<file path="config.mk">
export PLATFORM = sky130hd
export DESIGN_NAME = cpwm_top
export DESIGN_NICKNAME = d
export VERILOG_FILES = /design/src/hw/cpwm_capture.v /design/src/hw/cpwm_top.v
export VERILOG_INCLUDE_DIRS = /design/src /design/src/hw
export SDC_FILE = /design/constraint.sdc
export NUM_CORES = 1
export LEC_CHECK = 0
export ABC_CLOCK_PERIOD_IN_PS = 3200
export BUFFER_PORTS_ARGS = -buffer_cell sky130_fd_sc_hd__buf_2
export CORE_MARGIN = 2
export CORE_UTILIZATION = 55
export DETAILED_ROUTE_END_ITERATION = 10
export PLACE_DENSITY = 0.83
export SYNTH_ARGS = -nofsm -noshare
export SYNTH_HDL_FRONTEND = slang
export SYNTH_SLANG_ARGS = --single-unit
</file>
<file path="constraint.sdc">
create_clock -name hclk -period 3.2 [get_ports hclk]
set_input_delay 0.16 -clock hclk [delete_from_list [all_inputs] [get_ports hclk]]
set_output_delay 0.16 -clock hclk [all_outputs]
set_load 0.05 [all_outputs]
</file>
<file path="src/hw/cpwm_defs.vh">
// Purpose: Shared constants of the counter PWM and capture block.
// Assumes: Included by every design file of the block.
// Notes: Offsets are byte addresses on the AHB-Lite bus.
`ifndef CPWM_DEFS_VH
`define CPWM_DEFS_VH
// Register byte offsets.
`define CPWM_OFS_CFG1 8'h00
`define CPWM_OFS_CFG2 8'h04
`define CPWM_OFS_CNT_A 8'h08
`define CPWM_OFS_CNT_B 8'h0C
`define CPWM_OFS_CNT_C 8'h10
`define CPWM_OFS_CNT_D 8'h14
`define CPWM_OFS_PORTB 8'h18
// Fields of counter_config_one.
`define CPWM_CFG1_W 12
`define CPWM_CFG1_PWM_LO 0
`define CPWM_CFG1_PWM_HI 1
`define CPWM_CFG1_CASC_AB 2
`define CPWM_CFG1_CASC_CD 3
`define CPWM_CFG1_EN_LSB 4
`define CPWM_CFG1_DIR_LSB 8
// Fields of counter_config_two.
`define CPWM_CFG2_W 8
`define CPWM_CFG2_RES_LO_LSB 0
`define CPWM_CFG2_RES_HI_LSB 2
`define CPWM_CFG2_EDGE_LSB 4
`define CPWM_CFG2_SRC_LSB 6
// Reset values.
`define CPWM_RST_CFG1 12'h000
`define CPWM_RST_CFG2 8'h00
`define CPWM_RST_CNT 8'h00
`define CPWM_RST_PORTB 2'h0
// Resolution codes and compare masks.
`define CPWM_RES_16 2'h3
`define CPWM_RES_14 2'h2
`define CPWM_RES_12 2'h1
`define CPWM_RES_10 2'h0
`define CPWM_MASK_16 16'hFFFF
`define CPWM_MASK_14 16'h3FFF
`define CPWM_MASK_12 16'h0FFF
`define CPWM_MASK_10 16'h03FF
`define CPWM_MASK_8 16'h00FF
// Capture edge and source codes.
`define CPWM_EDGE_OFF 2'h0
`define CPWM_EDGE_RISE 2'h1
`define CPWM_EDGE_FALL 2'h2
`define CPWM_EDGE_BOTH 2'h3
`define CPWM_SRC_PIN_LO 2'h0
`define CPWM_SRC_PIN_HI 2'h1
`define CPWM_SRC_32K 2'h2
`define CPWM_SRC_1K 2'h3
// AHB constants.
`define CPWM_HTRANS_NONSEQ 2'h2
`define CPWM_HTRANS_SEQ 2'h3
`define CPWM_HRESP_OKAY 1'b0
`define CPWM_RD_ZERO 32'h00000000
`endif

</file>
<file path="src/hw/cpwm_capture.v">
// Purpose: Edge detection and shadow register of one capture counter.
// Assumes: Source and tick are synchronous to hclk; tick is the counter clock pulse.
// Notes: One instance for each of counters A and B; both share source, edge select and tick, so the two halves capture together.
`timescale 1ns/1ps
`include "cpwm_defs.vh"
module cpwm_capture (
   // Clock and reset
   input wire hclk,
   input wire hresetn,
   // Capture control and source
   input wire [1:0] edge_sel,
   input wire src,
   input wire tick,
   input wire [7:0] value,
   // Results
   output wire [7:0] shadow,
   output wire irq
);
   reg src_prev_ff;
   reg pend_ff;
   reg [7:0] shadow_ff;
   reg irq_ff;
   reg hit;

   always @* begin
      case (edge_sel)
         `CPWM_EDGE_RISE: hit = src & ~src_prev_ff;
         `CPWM_EDGE_FALL: hit = ~src & src_prev_ff;
         `CPWM_EDGE_BOTH: hit = src ^ src_prev_ff;
         default: hit = 1'b0;
      endcase
   end

   // The event is held until the next counter pulse, so the shadow follows the counter domain.
   always @(posedge hclk or negedge hresetn) begin
      if (!hresetn) begin
         src_prev_ff <= 1'b0;
         pend_ff <= 1'b0;
         shadow_ff <= `CPWM_RST_CNT;
         irq_ff <= 1'b0;
      end else begin
         src_prev_ff <= src;
         irq_ff <= 1'b0;
         if (tick && pend_ff) begin
            shadow_ff <= value;
            irq_ff <= 1'b1;
         end
         if (hit) begin
            pend_ff <= 1'b1;
         end else if (tick) begin
            pend_ff <= 1'b0;
         end
      end
   end

   assign shadow = shadow_ff;
   assign irq = irq_ff;
endmodule // cpwm_capture

</file>
<file path="src/hw/cpwm_top.v">
// Purpose: PWM and capture logic of a four counter timer unit with an AHB-Lite register port.
// Assumes: cnt_tick is a one cycle counter clock pulse from the prescaler; all inputs synchronous.
// Notes: Zero wait state slave; a read in the cycle after a write returns the old value.
// Notes: The transfer size is not decoded, so byte and halfword writes act as word writes.
//
// Implementation choices: register access over AHB-Lite and the register offsets.
`timescale 1ns/1ps
`include "cpwm_defs.vh"
module cpwm_top (
   // Clock and reset
   input wire hclk,
   input wire hresetn,
   // AHB-Lite slave
   input wire hsel,
   input wire [31:0] haddr,
   input wire [1:0] htrans,
   input wire hwrite,
   input wire [2:0] hsize,
   input wire [31:0] hwdata,
   input wire hready,
   output wire [31:0] hrdata,
   output wire hreadyout,
   output wire hresp,
   // Counter clock pulse and capture sources
   input wire cnt_tick,
   input wire tap_1k,
   input wire tap_32k,
   input wire capture_pin_low,
   input wire capture_pin_high,
   // Port B PWM pins
   output wire pwm_pin_low,
   output wire pwm_pin_high,
   // Capture interrupts
   output wire counter_a_interrupt,
   output wire counter_b_interrupt
);
   reg [`CPWM_CFG1_W-1:0] cfg1_ff;
   reg [`CPWM_CFG2_W-1:0] cfg2_ff;
   reg [7:0] cnt_ff [0:3];
   reg [7:0] code_ff [0:3];
   reg [1:0] portb_ff;
   reg wr_pend_ff;
   reg [7:0] wr_addr_ff;
   reg [31:0] hrdata_ff;
   reg pin_lo_ff;
   reg pin_hi_ff;
   reg [7:0] nxt_cnt [0:3];
   reg [31:0] nxt_rdata;
   reg capt_src;
   integer i;

   wire [7:0] shadow_a;
   wire [7:0] shadow_b;
   wire irq_a;
   wire irq_b;

   // Configuration fields.
   wire pwm_lo = cfg1_ff[`CPWM_CFG1_PWM_LO];
   wire pwm_hi = cfg1_ff[`CPWM_CFG1_PWM_HI];
   wire casc_ab = cfg1_ff[`CPWM_CFG1_CASC_AB];
   wire casc_cd = cfg1_ff[`CPWM_CFG1_CASC_CD];
   wire [3:0] cnt_en = cfg1_ff[`CPWM_CFG1_EN_LSB+3:`CPWM_CFG1_EN_LSB];
   wire [3:0] dir_up = cfg1_ff[`CPWM_CFG1_DIR_LSB+3:`CPWM_CFG1_DIR_LSB];
   wire [1:0] res_lo = cfg2_ff[`CPWM_CFG2_RES_LO_LSB+1:`CPWM_CFG2_RES_LO_LSB];
   wire [1:0] res_hi = cfg2_ff[`CPWM_CFG2_RES_HI_LSB+1:`CPWM_CFG2_RES_HI_LSB];
   wire [1:0] edge_sel = cfg2_ff[`CPWM_CFG2_EDGE_LSB+1:`CPWM_CFG2_EDGE_LSB];
   wire [1:0] src_sel = cfg2_ff[`CPWM_CFG2_SRC_LSB+1:`CPWM_CFG2_SRC_LSB];
   wire capt_on = (edge_sel != `CPWM_EDGE_OFF);

   // Effective direction per counter; PWM pairs ignore the software direction bit.
   wire [3:0] up_eff = dir_up & {pwm_hi ? 2'b00 : 2'b11, pwm_lo ? 2'b00 : 2'b11};

   // Compare mask for a cascaded pair from its resolution field.
   function [15:0] cpwm_mask;
      input [1:0] res;
      begin
         case (res)
            `CPWM_RES_16: cpwm_mask = `CPWM_MASK_16;
            `CPWM_RES_14: cpwm_mask = `CPWM_MASK_14;
            `CPWM_RES_12: cpwm_mask = `CPWM_MASK_12;
            default: cpwm_mask = `CPWM_MASK_10;
         endcase
      end
   endfunction

   // PWM level: only the low resolution bits of the counter take part, giving a 2^res period.
   function cpwm_level;
      input [15:0] cnt;
      input [15:0] code;
      input [15:0] mask;
      begin
         cpwm_level = (code > mask) | ((cnt & mask) <= code);
      end
   endfunction

   // Circular step; natural wrap gives 0xFF or 0xFFFF on underflow and zero on overflow.
   function [15:0] cpwm_step;
      input [15:0] val;
      input up;
      begin
         cpwm_step = up ? val + 16'h0001 : val - 16'h0001;
      end
   endfunction

   // Eight bit step of a lone counter; the carry out of the byte is dropped on purpose.
   function [7:0] cpwm_step8;
      input [7:0] val;
      input up;
      reg [15:0] full;
      begin
         full = cpwm_step({8'h00, val}, up);
         cpwm_step8 = full[7:0];
      end
   endfunction

   // Register select of an 8 bit offset, shared by the write decoders.
   function cpwm_is;
      input [7:0] addr;
      input [7:0] ofs;
      begin
         cpwm_is = (addr == ofs);
      end
   endfunction

   // Counter next values for both pairs.
   always @* begin
      for (i = 0; i < 4; i = i + 1) begin
         nxt_cnt[i] = cnt_ff[i];
      end
      if (cnt_tick) begin
         if (casc_ab) begin
            if (cnt_en[0]) begin
               {nxt_cnt[1], nxt_cnt[0]} = cpwm_step({cnt_ff[1], cnt_ff[0]}, up_eff[0]);
            end
         end else begin
            if (cnt_en[0]) begin
               nxt_cnt[0] = cpwm_step8(cnt_ff[0], up_eff[0]);
            end
            if (cnt_en[1]) begin
               nxt_cnt[1] = cpwm_step8(cnt_ff[1], up_eff[1]);
            end
         end
         if (casc_cd) begin
            if (cnt_en[2]) begin
               {nxt_cnt[3], nxt_cnt[2]} = cpwm_step({cnt_ff[3], cnt_ff[2]}, up_eff[2]);
            end
         end else begin
            if (cnt_en[2]) begin
               nxt_cnt[2] = cpwm_step8(cnt_ff[2], up_eff[2]);
            end
            if (cnt_en[3]) begin
               nxt_cnt[3] = cpwm_step8(cnt_ff[3], up_eff[3]);
            end
         end
      end
   end

   // PWM signals of the two channels.
   wire pwm_a = cpwm_level({8'h00, cnt_ff[0]}, {8'h00, code_ff[0]}, `CPWM_MASK_8);
   wire pwm_ab = cpwm_level({cnt_ff[1], cnt_ff[0]}, {code_ff[1], code_ff[0]}, cpwm_mask(res_lo));
   wire pwm_c = cpwm_level({8'h00, cnt_ff[2]}, {8'h00, code_ff[2]}, `CPWM_MASK_8);
   wire pwm_cd = cpwm_level({cnt_ff[3], cnt_ff[2]}, {code_ff[3], code_ff[2]}, cpwm_mask(res_hi));

   // Channel selection: a cascaded pair drives its 16 bit signal, otherwise the low counter.
   wire ch_lo = casc_ab ? pwm_ab : pwm_a;
   wire ch_hi = casc_cd ? pwm_cd : pwm_c;

   // Capture source multiplexer, shared by both counters.
   always @* begin
      case (src_sel)
         `CPWM_SRC_1K: capt_src = tap_1k;
         `CPWM_SRC_32K: capt_src = tap_32k;
         `CPWM_SRC_PIN_HI: capt_src = capture_pin_high;
         default: capt_src = capture_pin_low;
      endcase
   end

   // Separate detectors with the same source, edge select and tick capture both halves together.
   cpwm_capture u_capt_a (
      .hclk(hclk),
      .hresetn(hresetn),
      .edge_sel(edge_sel),
      .src(capt_src),
      .tick(cnt_tick),
      .value(cnt_ff[0]),
      .shadow(shadow_a),
      .irq(irq_a)
   );

   cpwm_capture u_capt_b (
      .hclk(hclk),
      .hresetn(hresetn),
      .edge_sel(edge_sel),
      .src(capt_src),
      .tick(cnt_tick),
      .value(cnt_ff[1]),
      .shadow(shadow_b),
      .irq(irq_b)
   );

   // Bus address phase decode.
   wire ahb_go = hsel & hready & (htrans == `CPWM_HTRANS_NONSEQ || htrans == `CPWM_HTRANS_SEQ);

   // Only the low 256 bytes are mapped; the rest reads zero and ignores writes.
   wire ahb_unmapped = |haddr[31:8];

   // The two shadows form the 16 bit capture register seen by software.
   wire [15:0] shadow_ab = {shadow_b, shadow_a};
   wire [7:0] rd_cnt_a = capt_on ? shadow_ab[7:0] : cnt_ff[0];
   wire [7:0] rd_cnt_b = capt_on ? shadow_ab[15:8] : cnt_ff[1];

   // Read data captured at the address phase so that the data phase needs no wait state.
   always @* begin
      nxt_rdata = `CPWM_RD_ZERO;
      case (haddr[7:0])
         `CPWM_OFS_CFG1: nxt_rdata = {20'h00000, cfg1_ff};
         `CPWM_OFS_CFG2: nxt_rdata = {24'h000000, cfg2_ff};
         `CPWM_OFS_CNT_A: nxt_rdata = {24'h000000, rd_cnt_a};
         `CPWM_OFS_CNT_B: nxt_rdata = {24'h000000, rd_cnt_b};
         `CPWM_OFS_CNT_C: nxt_rdata = {24'h000000, cnt_ff[2]};
         `CPWM_OFS_CNT_D: nxt_rdata = {24'h000000, cnt_ff[3]};
         `CPWM_OFS_PORTB: nxt_rdata = {30'h00000000, portb_ff};
         default: nxt_rdata = `CPWM_RD_ZERO;
      endcase
      if (ahb_unmapped) begin
         nxt_rdata = `CPWM_RD_ZERO;
      end
   end

   wire wr_cfg1 = wr_pend_ff & cpwm_is(wr_addr_ff, `CPWM_OFS_CFG1);
   wire wr_cfg2 = wr_pend_ff & cpwm_is(wr_addr_ff, `CPWM_OFS_CFG2);
   wire wr_portb = wr_pend_ff & cpwm_is(wr_addr_ff, `CPWM_OFS_PORTB);
   wire [3:0] wr_cnt;
   assign wr_cnt[0] = wr_pend_ff & cpwm_is(wr_addr_ff, `CPWM_OFS_CNT_A);
   assign wr_cnt[1] = wr_pend_ff & cpwm_is(wr_addr_ff, `CPWM_OFS_CNT_B);
   assign wr_cnt[2] = wr_pend_ff & cpwm_is(wr_addr_ff, `CPWM_OFS_CNT_C);
   assign wr_cnt[3] = wr_pend_ff & cpwm_is(wr_addr_ff, `CPWM_OFS_CNT_D);

   // Bus slave and register file.
   always @(posedge hclk or negedge hresetn) begin
      if (!hresetn) begin
         wr_pend_ff <= 1'b0;
         wr_addr_ff <= 8'h00;
         hrdata_ff <= `CPWM_RD_ZERO;
         cfg1_ff <= `CPWM_RST_CFG1;
         cfg2_ff <= `CPWM_RST_CFG2;
         portb_ff <= `CPWM_RST_PORTB;
      end else begin
         wr_pend_ff <= ahb_go & hwrite & ~ahb_unmapped;
         wr_addr_ff <= haddr[7:0];
         if (ahb_go && !hwrite) begin
            hrdata_ff <= nxt_rdata;
         end
         if (wr_cfg1) begin
            cfg1_ff <= hwdata[`CPWM_CFG1_W-1:0];
         end
         if (wr_cfg2) begin
            cfg2_ff <= hwdata[`CPWM_CFG2_W-1:0];
         end
         if (wr_portb) begin
            portb_ff <= hwdata[1:0];
         end
      end
   end

   // Counters and codes; a software write loads both and wins over counting.
   always @(posedge hclk or negedge hresetn) begin
      if (!hresetn) begin
         for (i = 0; i < 4; i = i + 1) begin
            cnt_ff[i] <= `CPWM_RST_CNT;
            code_ff[i] <= `CPWM_RST_CNT;
         end
      end else begin
         for (i = 0; i < 4; i = i + 1) begin
            if (wr_cnt[i]) begin
               cnt_ff[i] <= hwdata[7:0];
               code_ff[i] <= hwdata[7:0];
            end else begin
               cnt_ff[i] <= nxt_cnt[i];
            end
         end
      end
   end

   // Port B pins and interrupt outputs.
   always @(posedge hclk or negedge hresetn) begin
      if (!hresetn) begin
         pin_lo_ff <= 1'b0;
         pin_hi_ff <= 1'b0;
      end else begin
         pin_lo_ff <= pwm_lo ? ch_lo : portb_ff[0];
         pin_hi_ff <= pwm_hi ? ch_hi : portb_ff[1];
      end
   end

   assign hrdata = hrdata_ff;
   assign hreadyout = 1'b1;
   assign hresp = `CPWM_HRESP_OKAY;
   assign pwm_pin_low = pin_lo_ff;
   assign pwm_pin_high = pin_hi_ff;
   // Capture pulses of both counters are suppressed while the low pair (A and B) is in PWM mode.
   wire irq_gate = ~pwm_lo;
   assign counter_a_interrupt = irq_a & irq_gate;
   assign counter_b_interrupt = irq_b & irq_gate;
endmodule // cpwm_top

</file>
==> summary.txt <==
Outcome
  – Outcome: finished clean

Worst hold path
  – Worst min-delay path class: in2reg

Finish
  – Design area: 10200 um2
  – Share of layout cells above drive strength 1: 14.0%
  – Area of the multi-input gates: 5300 um2
  – Final core utilization: 64.3%
  – FF/Latch Area: 3200 um2
  – Fill cells: 1205
  – Nets@finish: 1215
  – Ant. Diodes: 0
  – Area delta synth->final: 14.2%

Worst setup path
  – CP Class: reg2reg
  – Worst reg-to-reg setup slack: 0.18 ns
  – Worst Setup SP: cfg1_ff[1]
  – Reg-to-reg endpoint: cnt_ff[7]
  – R2R depth: 9
  – CP startpoint kind: flip-flop
  – Crit end category: flip-flop
  – RR Startpoint: cfg1_ff[1]
  – Crit-path max FO: 9
  – Crit path arrival time: 3.33 ns
  – CP endpoint: cnt_ff[7]
  – Req. time, crit path: 3.51 ns

Yosys
  – Area contributors post-synth: dfrtp_1, ha_1, nand2_1, mux2i_1, a21oi_1
  – Sequential-to-total area share from yosys stat: 36.0%
  – Commonest cells post-synth: dfrtp_1, ha_1, nand2_1
  – Synth Flop Type: dfrtp_1
  – Synthesized area per cell: 9.28 um2
  – EDFF count, synth: 0
  – Leading area contributor after synthesis: dfrtp_1
  – Yosys top cell area share: 36.0%
  – Cell area after synthesis: 8910 um2
  – Fraction of registers with async set/reset: 100%
  – Most frequent cell after synthesis: dfrtp_1
  – Cells after Synth: 960
  – Post-synthesis cell type count: 69
  – Yosys warning total: 0
  – Yosys reg bits: 128

STA
  – Final period utilization: 94.4%
  – Final setup violation count: 0
  – Fin worst setup slack: 0.178 ns
  – Max Slew Vio Count: 0
  – Relative slew margins: 39.5%
  – F_max: 331 MHz
  – Hold slack final: 0.0263 ns
  – Worst Skew: 0.00828 ns
  – RSZ-0062 raised after global routing: no
  – TNS Setup: 0 ns
  – Post-layout min period: 3.02 ns
  – Final Hold Fails: 0
  – Worst Tran Pin Value: 0.900 ns

Floorplanning
  – Die area: 17200 um2
  – DIE WIDTH: 131 um
  – Die Y: 131 um
  – Rows: 46
  – Area of the core: 15800 um2
  – Initial Util: 56.3%
  – I/O pin count: 117

Routing
  – Drt total wl: 25.1 mm
  – Drt drc: 0
  – Vias post-DR: 7846
  – DRT Pass-1 Iters: 5
  – Post-DRT Antenna Nets: 0
  – Avg WL per Cell: 19.7 um
  – 1st-iter DRT viols: 903
  – Via-to-Cell Ratio: 6.17

Power and ir drop
  – Worst vdd ir: 0.000349 V
  – Leak: 5.12 nW
  – Pwr dens: 389 nW/um2

Global route
  – First-pass GRT wire length: 40.2 mm
  – Global route total overflow: 0
  – Antenna violations before repair: 1
  – GRT Total Usage: 29.7%
  – Vias in the first global route: 7629
  – Largest net degree at the start of global routing: 60

CTS
  – Clk_lat worst skew: 0.43 ns
  – Num CTS Buffers: 17
  – Post-cts sizing count: 0
  – Maximum clock path buffer count: 2
  – H-tree level count: 4
  – Sink Count: 128
  – Reg clk slew, reported paths: 0.06 ns
  – TritonCTS clock tree: done
  – Root Driver: clkbuf_16

Flow run
  – Max-Cap Viols: 0

Place
  – Dpl hpwl: 18.1 mm
  – Area after DPL: 9470 um2
  – Place WS: 0.279 ns
  – Gpl congestion: 0.939
  – Port bufs: 70
how the worst min path moves through the flow:
stage / from / end / cells after the start
2_1_floorplan: hresetn / cfg1_ff[0] / 0
3_3_place_gp: hresetn / cnt_ff[22] / 1
3_5_place_dp: hresetn / cnt_ff[22] / 1
4_1_cts: hwrite / wr_pend_ff / 2
5_1_grt: hwrite / wr_pend_ff / 2
6_report: hwrite / wr_pend_ff / 2
what timing repair did:
item,CTS,global route
hold buffers,12,0
endpoints found under the hold margin,50,0
buffers inserted,0,0
metrics by stage:
step | total power [W] | instances
after floorplan | 0.00188 | 980
after global placement | 0.00198 | 1231
after detailed placement | 0.00199 | 1231
after CTS | 0.00395 | 1272
after global routing | 0.00404 | 1272
final | 0.00396 | 1272
registers in the layout (all words and copies together), names as in the netlist, 2 cells and up:
register / count
cnt_ff: 32
code_ff: 32
cfg1_ff: 12
hrdata: 12
cfg2_ff: 8
u_capt_a.shadow: 8
u_capt_b.shadow: 8
wr_addr_ff: 8
portb_ff: 2
metal layers:
| layer | GRT usage [%] | part of all wire, % | routed length (um) | vias to the layer above |
|---|---|---|---|---|
| met5 | 0 | 0.052 | 13 | - |
| met4 | 13.0 | 3.0 | 750 | 2 |
| met3 | 8.83 | 10 | 2500 | 70 |
| met2 | 45.9 | 45 | 11400 | 386 |
| met1 | 38.8 | 42 | 10500 | 3761 |
| li1 | - | - | - | 3627 |
area by class of cell:
type	instances	share of cell area, %
inverters	51	1.88
clock buffers	22	4.66
clock inverters	7	1.08
repair buffers	100	6.10
well taps	216	2.66
flip-flops and latches	128	31.5
multi-input cells	748	52.1
kinds of logic (layout without fill, tap and decap cells):
family                     Yosys count  after routing  synth area share [%]
and+or+nand+nor                    273            273                  15.5
muxes                               68             68                  8.33
xor gates and xnor gates            31             31                  3.05
AOI/OAI and AO/OA                  264            264                  18.7
other                                2             22                0.0843
buffers and inverters              104            180                  5.38
DFF                                128            128                  36.0
adders and majority gates           90             90                  13.0
cells in the final DEF, fill, tap and decap left out, types with 5 or more instances in the layout:
| master | synthesis | routed |
|---|---|---|
| nand2_1 | 85 | 85 |
| a211oi_1 | 9 | 9 |
| o31ai_1 | 5 | 5 |
| a22oi_1 | 9 | 9 |
| buf_2 | 2 | 69 |
| inv_1 | 51 | 51 |
| dfrtp_1 | 128 | 128 |
| clkbuf_16 | 0 | 17 |
| mux2i_1 | 28 | 28 |
| o22ai_1 | 8 | 8 |
| o21ai_1 | 41 | 41 |
| mux2_1 | 18 | 18 |
| dlygate4sd3_1 | 0 | 12 |
| mux2_2 | 21 | 21 |
| buf_4 | 23 | 18 |
| xor2_1 | 10 | 10 |
| o211ai_1 | 5 | 5 |
| conb_1 | 2 | 22 |
| nor4_1 | 10 | 10 |
| a21oi_1 | 54 | 54 |
| nor3b_1 | 7 | 7 |
| ha_1 | 86 | 86 |
| o21a_1 | 9 | 9 |
| o21ai_0 | 50 | 50 |
| and3_1 | 12 | 12 |
| a22o_1 | 7 | 7 |
| a21o_1 | 29 | 29 |
| nand3_1 | 12 | 12 |
| nor3_1 | 20 | 19 |
| nand2b_1 | 17 | 17 |
| nor2_1 | 50 | 50 |
| nor2b_1 | 16 | 16 |
| and2_1 | 5 | 5 |
| xnor2_1 | 21 | 21 |
| nand4_1 | 17 | 17 |
| a31oi_1 | 6 | 6 |
critical path, cell delays in order, from the launching register on:
cell and delay (ns):
dfrtp_1 0.37, nand2b_1 0.37, ha_1 0.47, and3_1 0.21
a41oi_1 0.30, a21oi_1 0.20, a221oi_2 0.45, o21ai_1 0.17
xnor2_1 0.26, o21ai_1 0.10
power breakdown:
| part | switching [W] | internal (W) |
|---|---|---|
| registers | 0.0000229 | 0.00165 |
| logic | 0.000211 | 0.0000957 |
| clock network | 0.000711 | 0.00127 |
| total | 0.000945 | 0.00301 |
(Power assumes the default switching activity.)
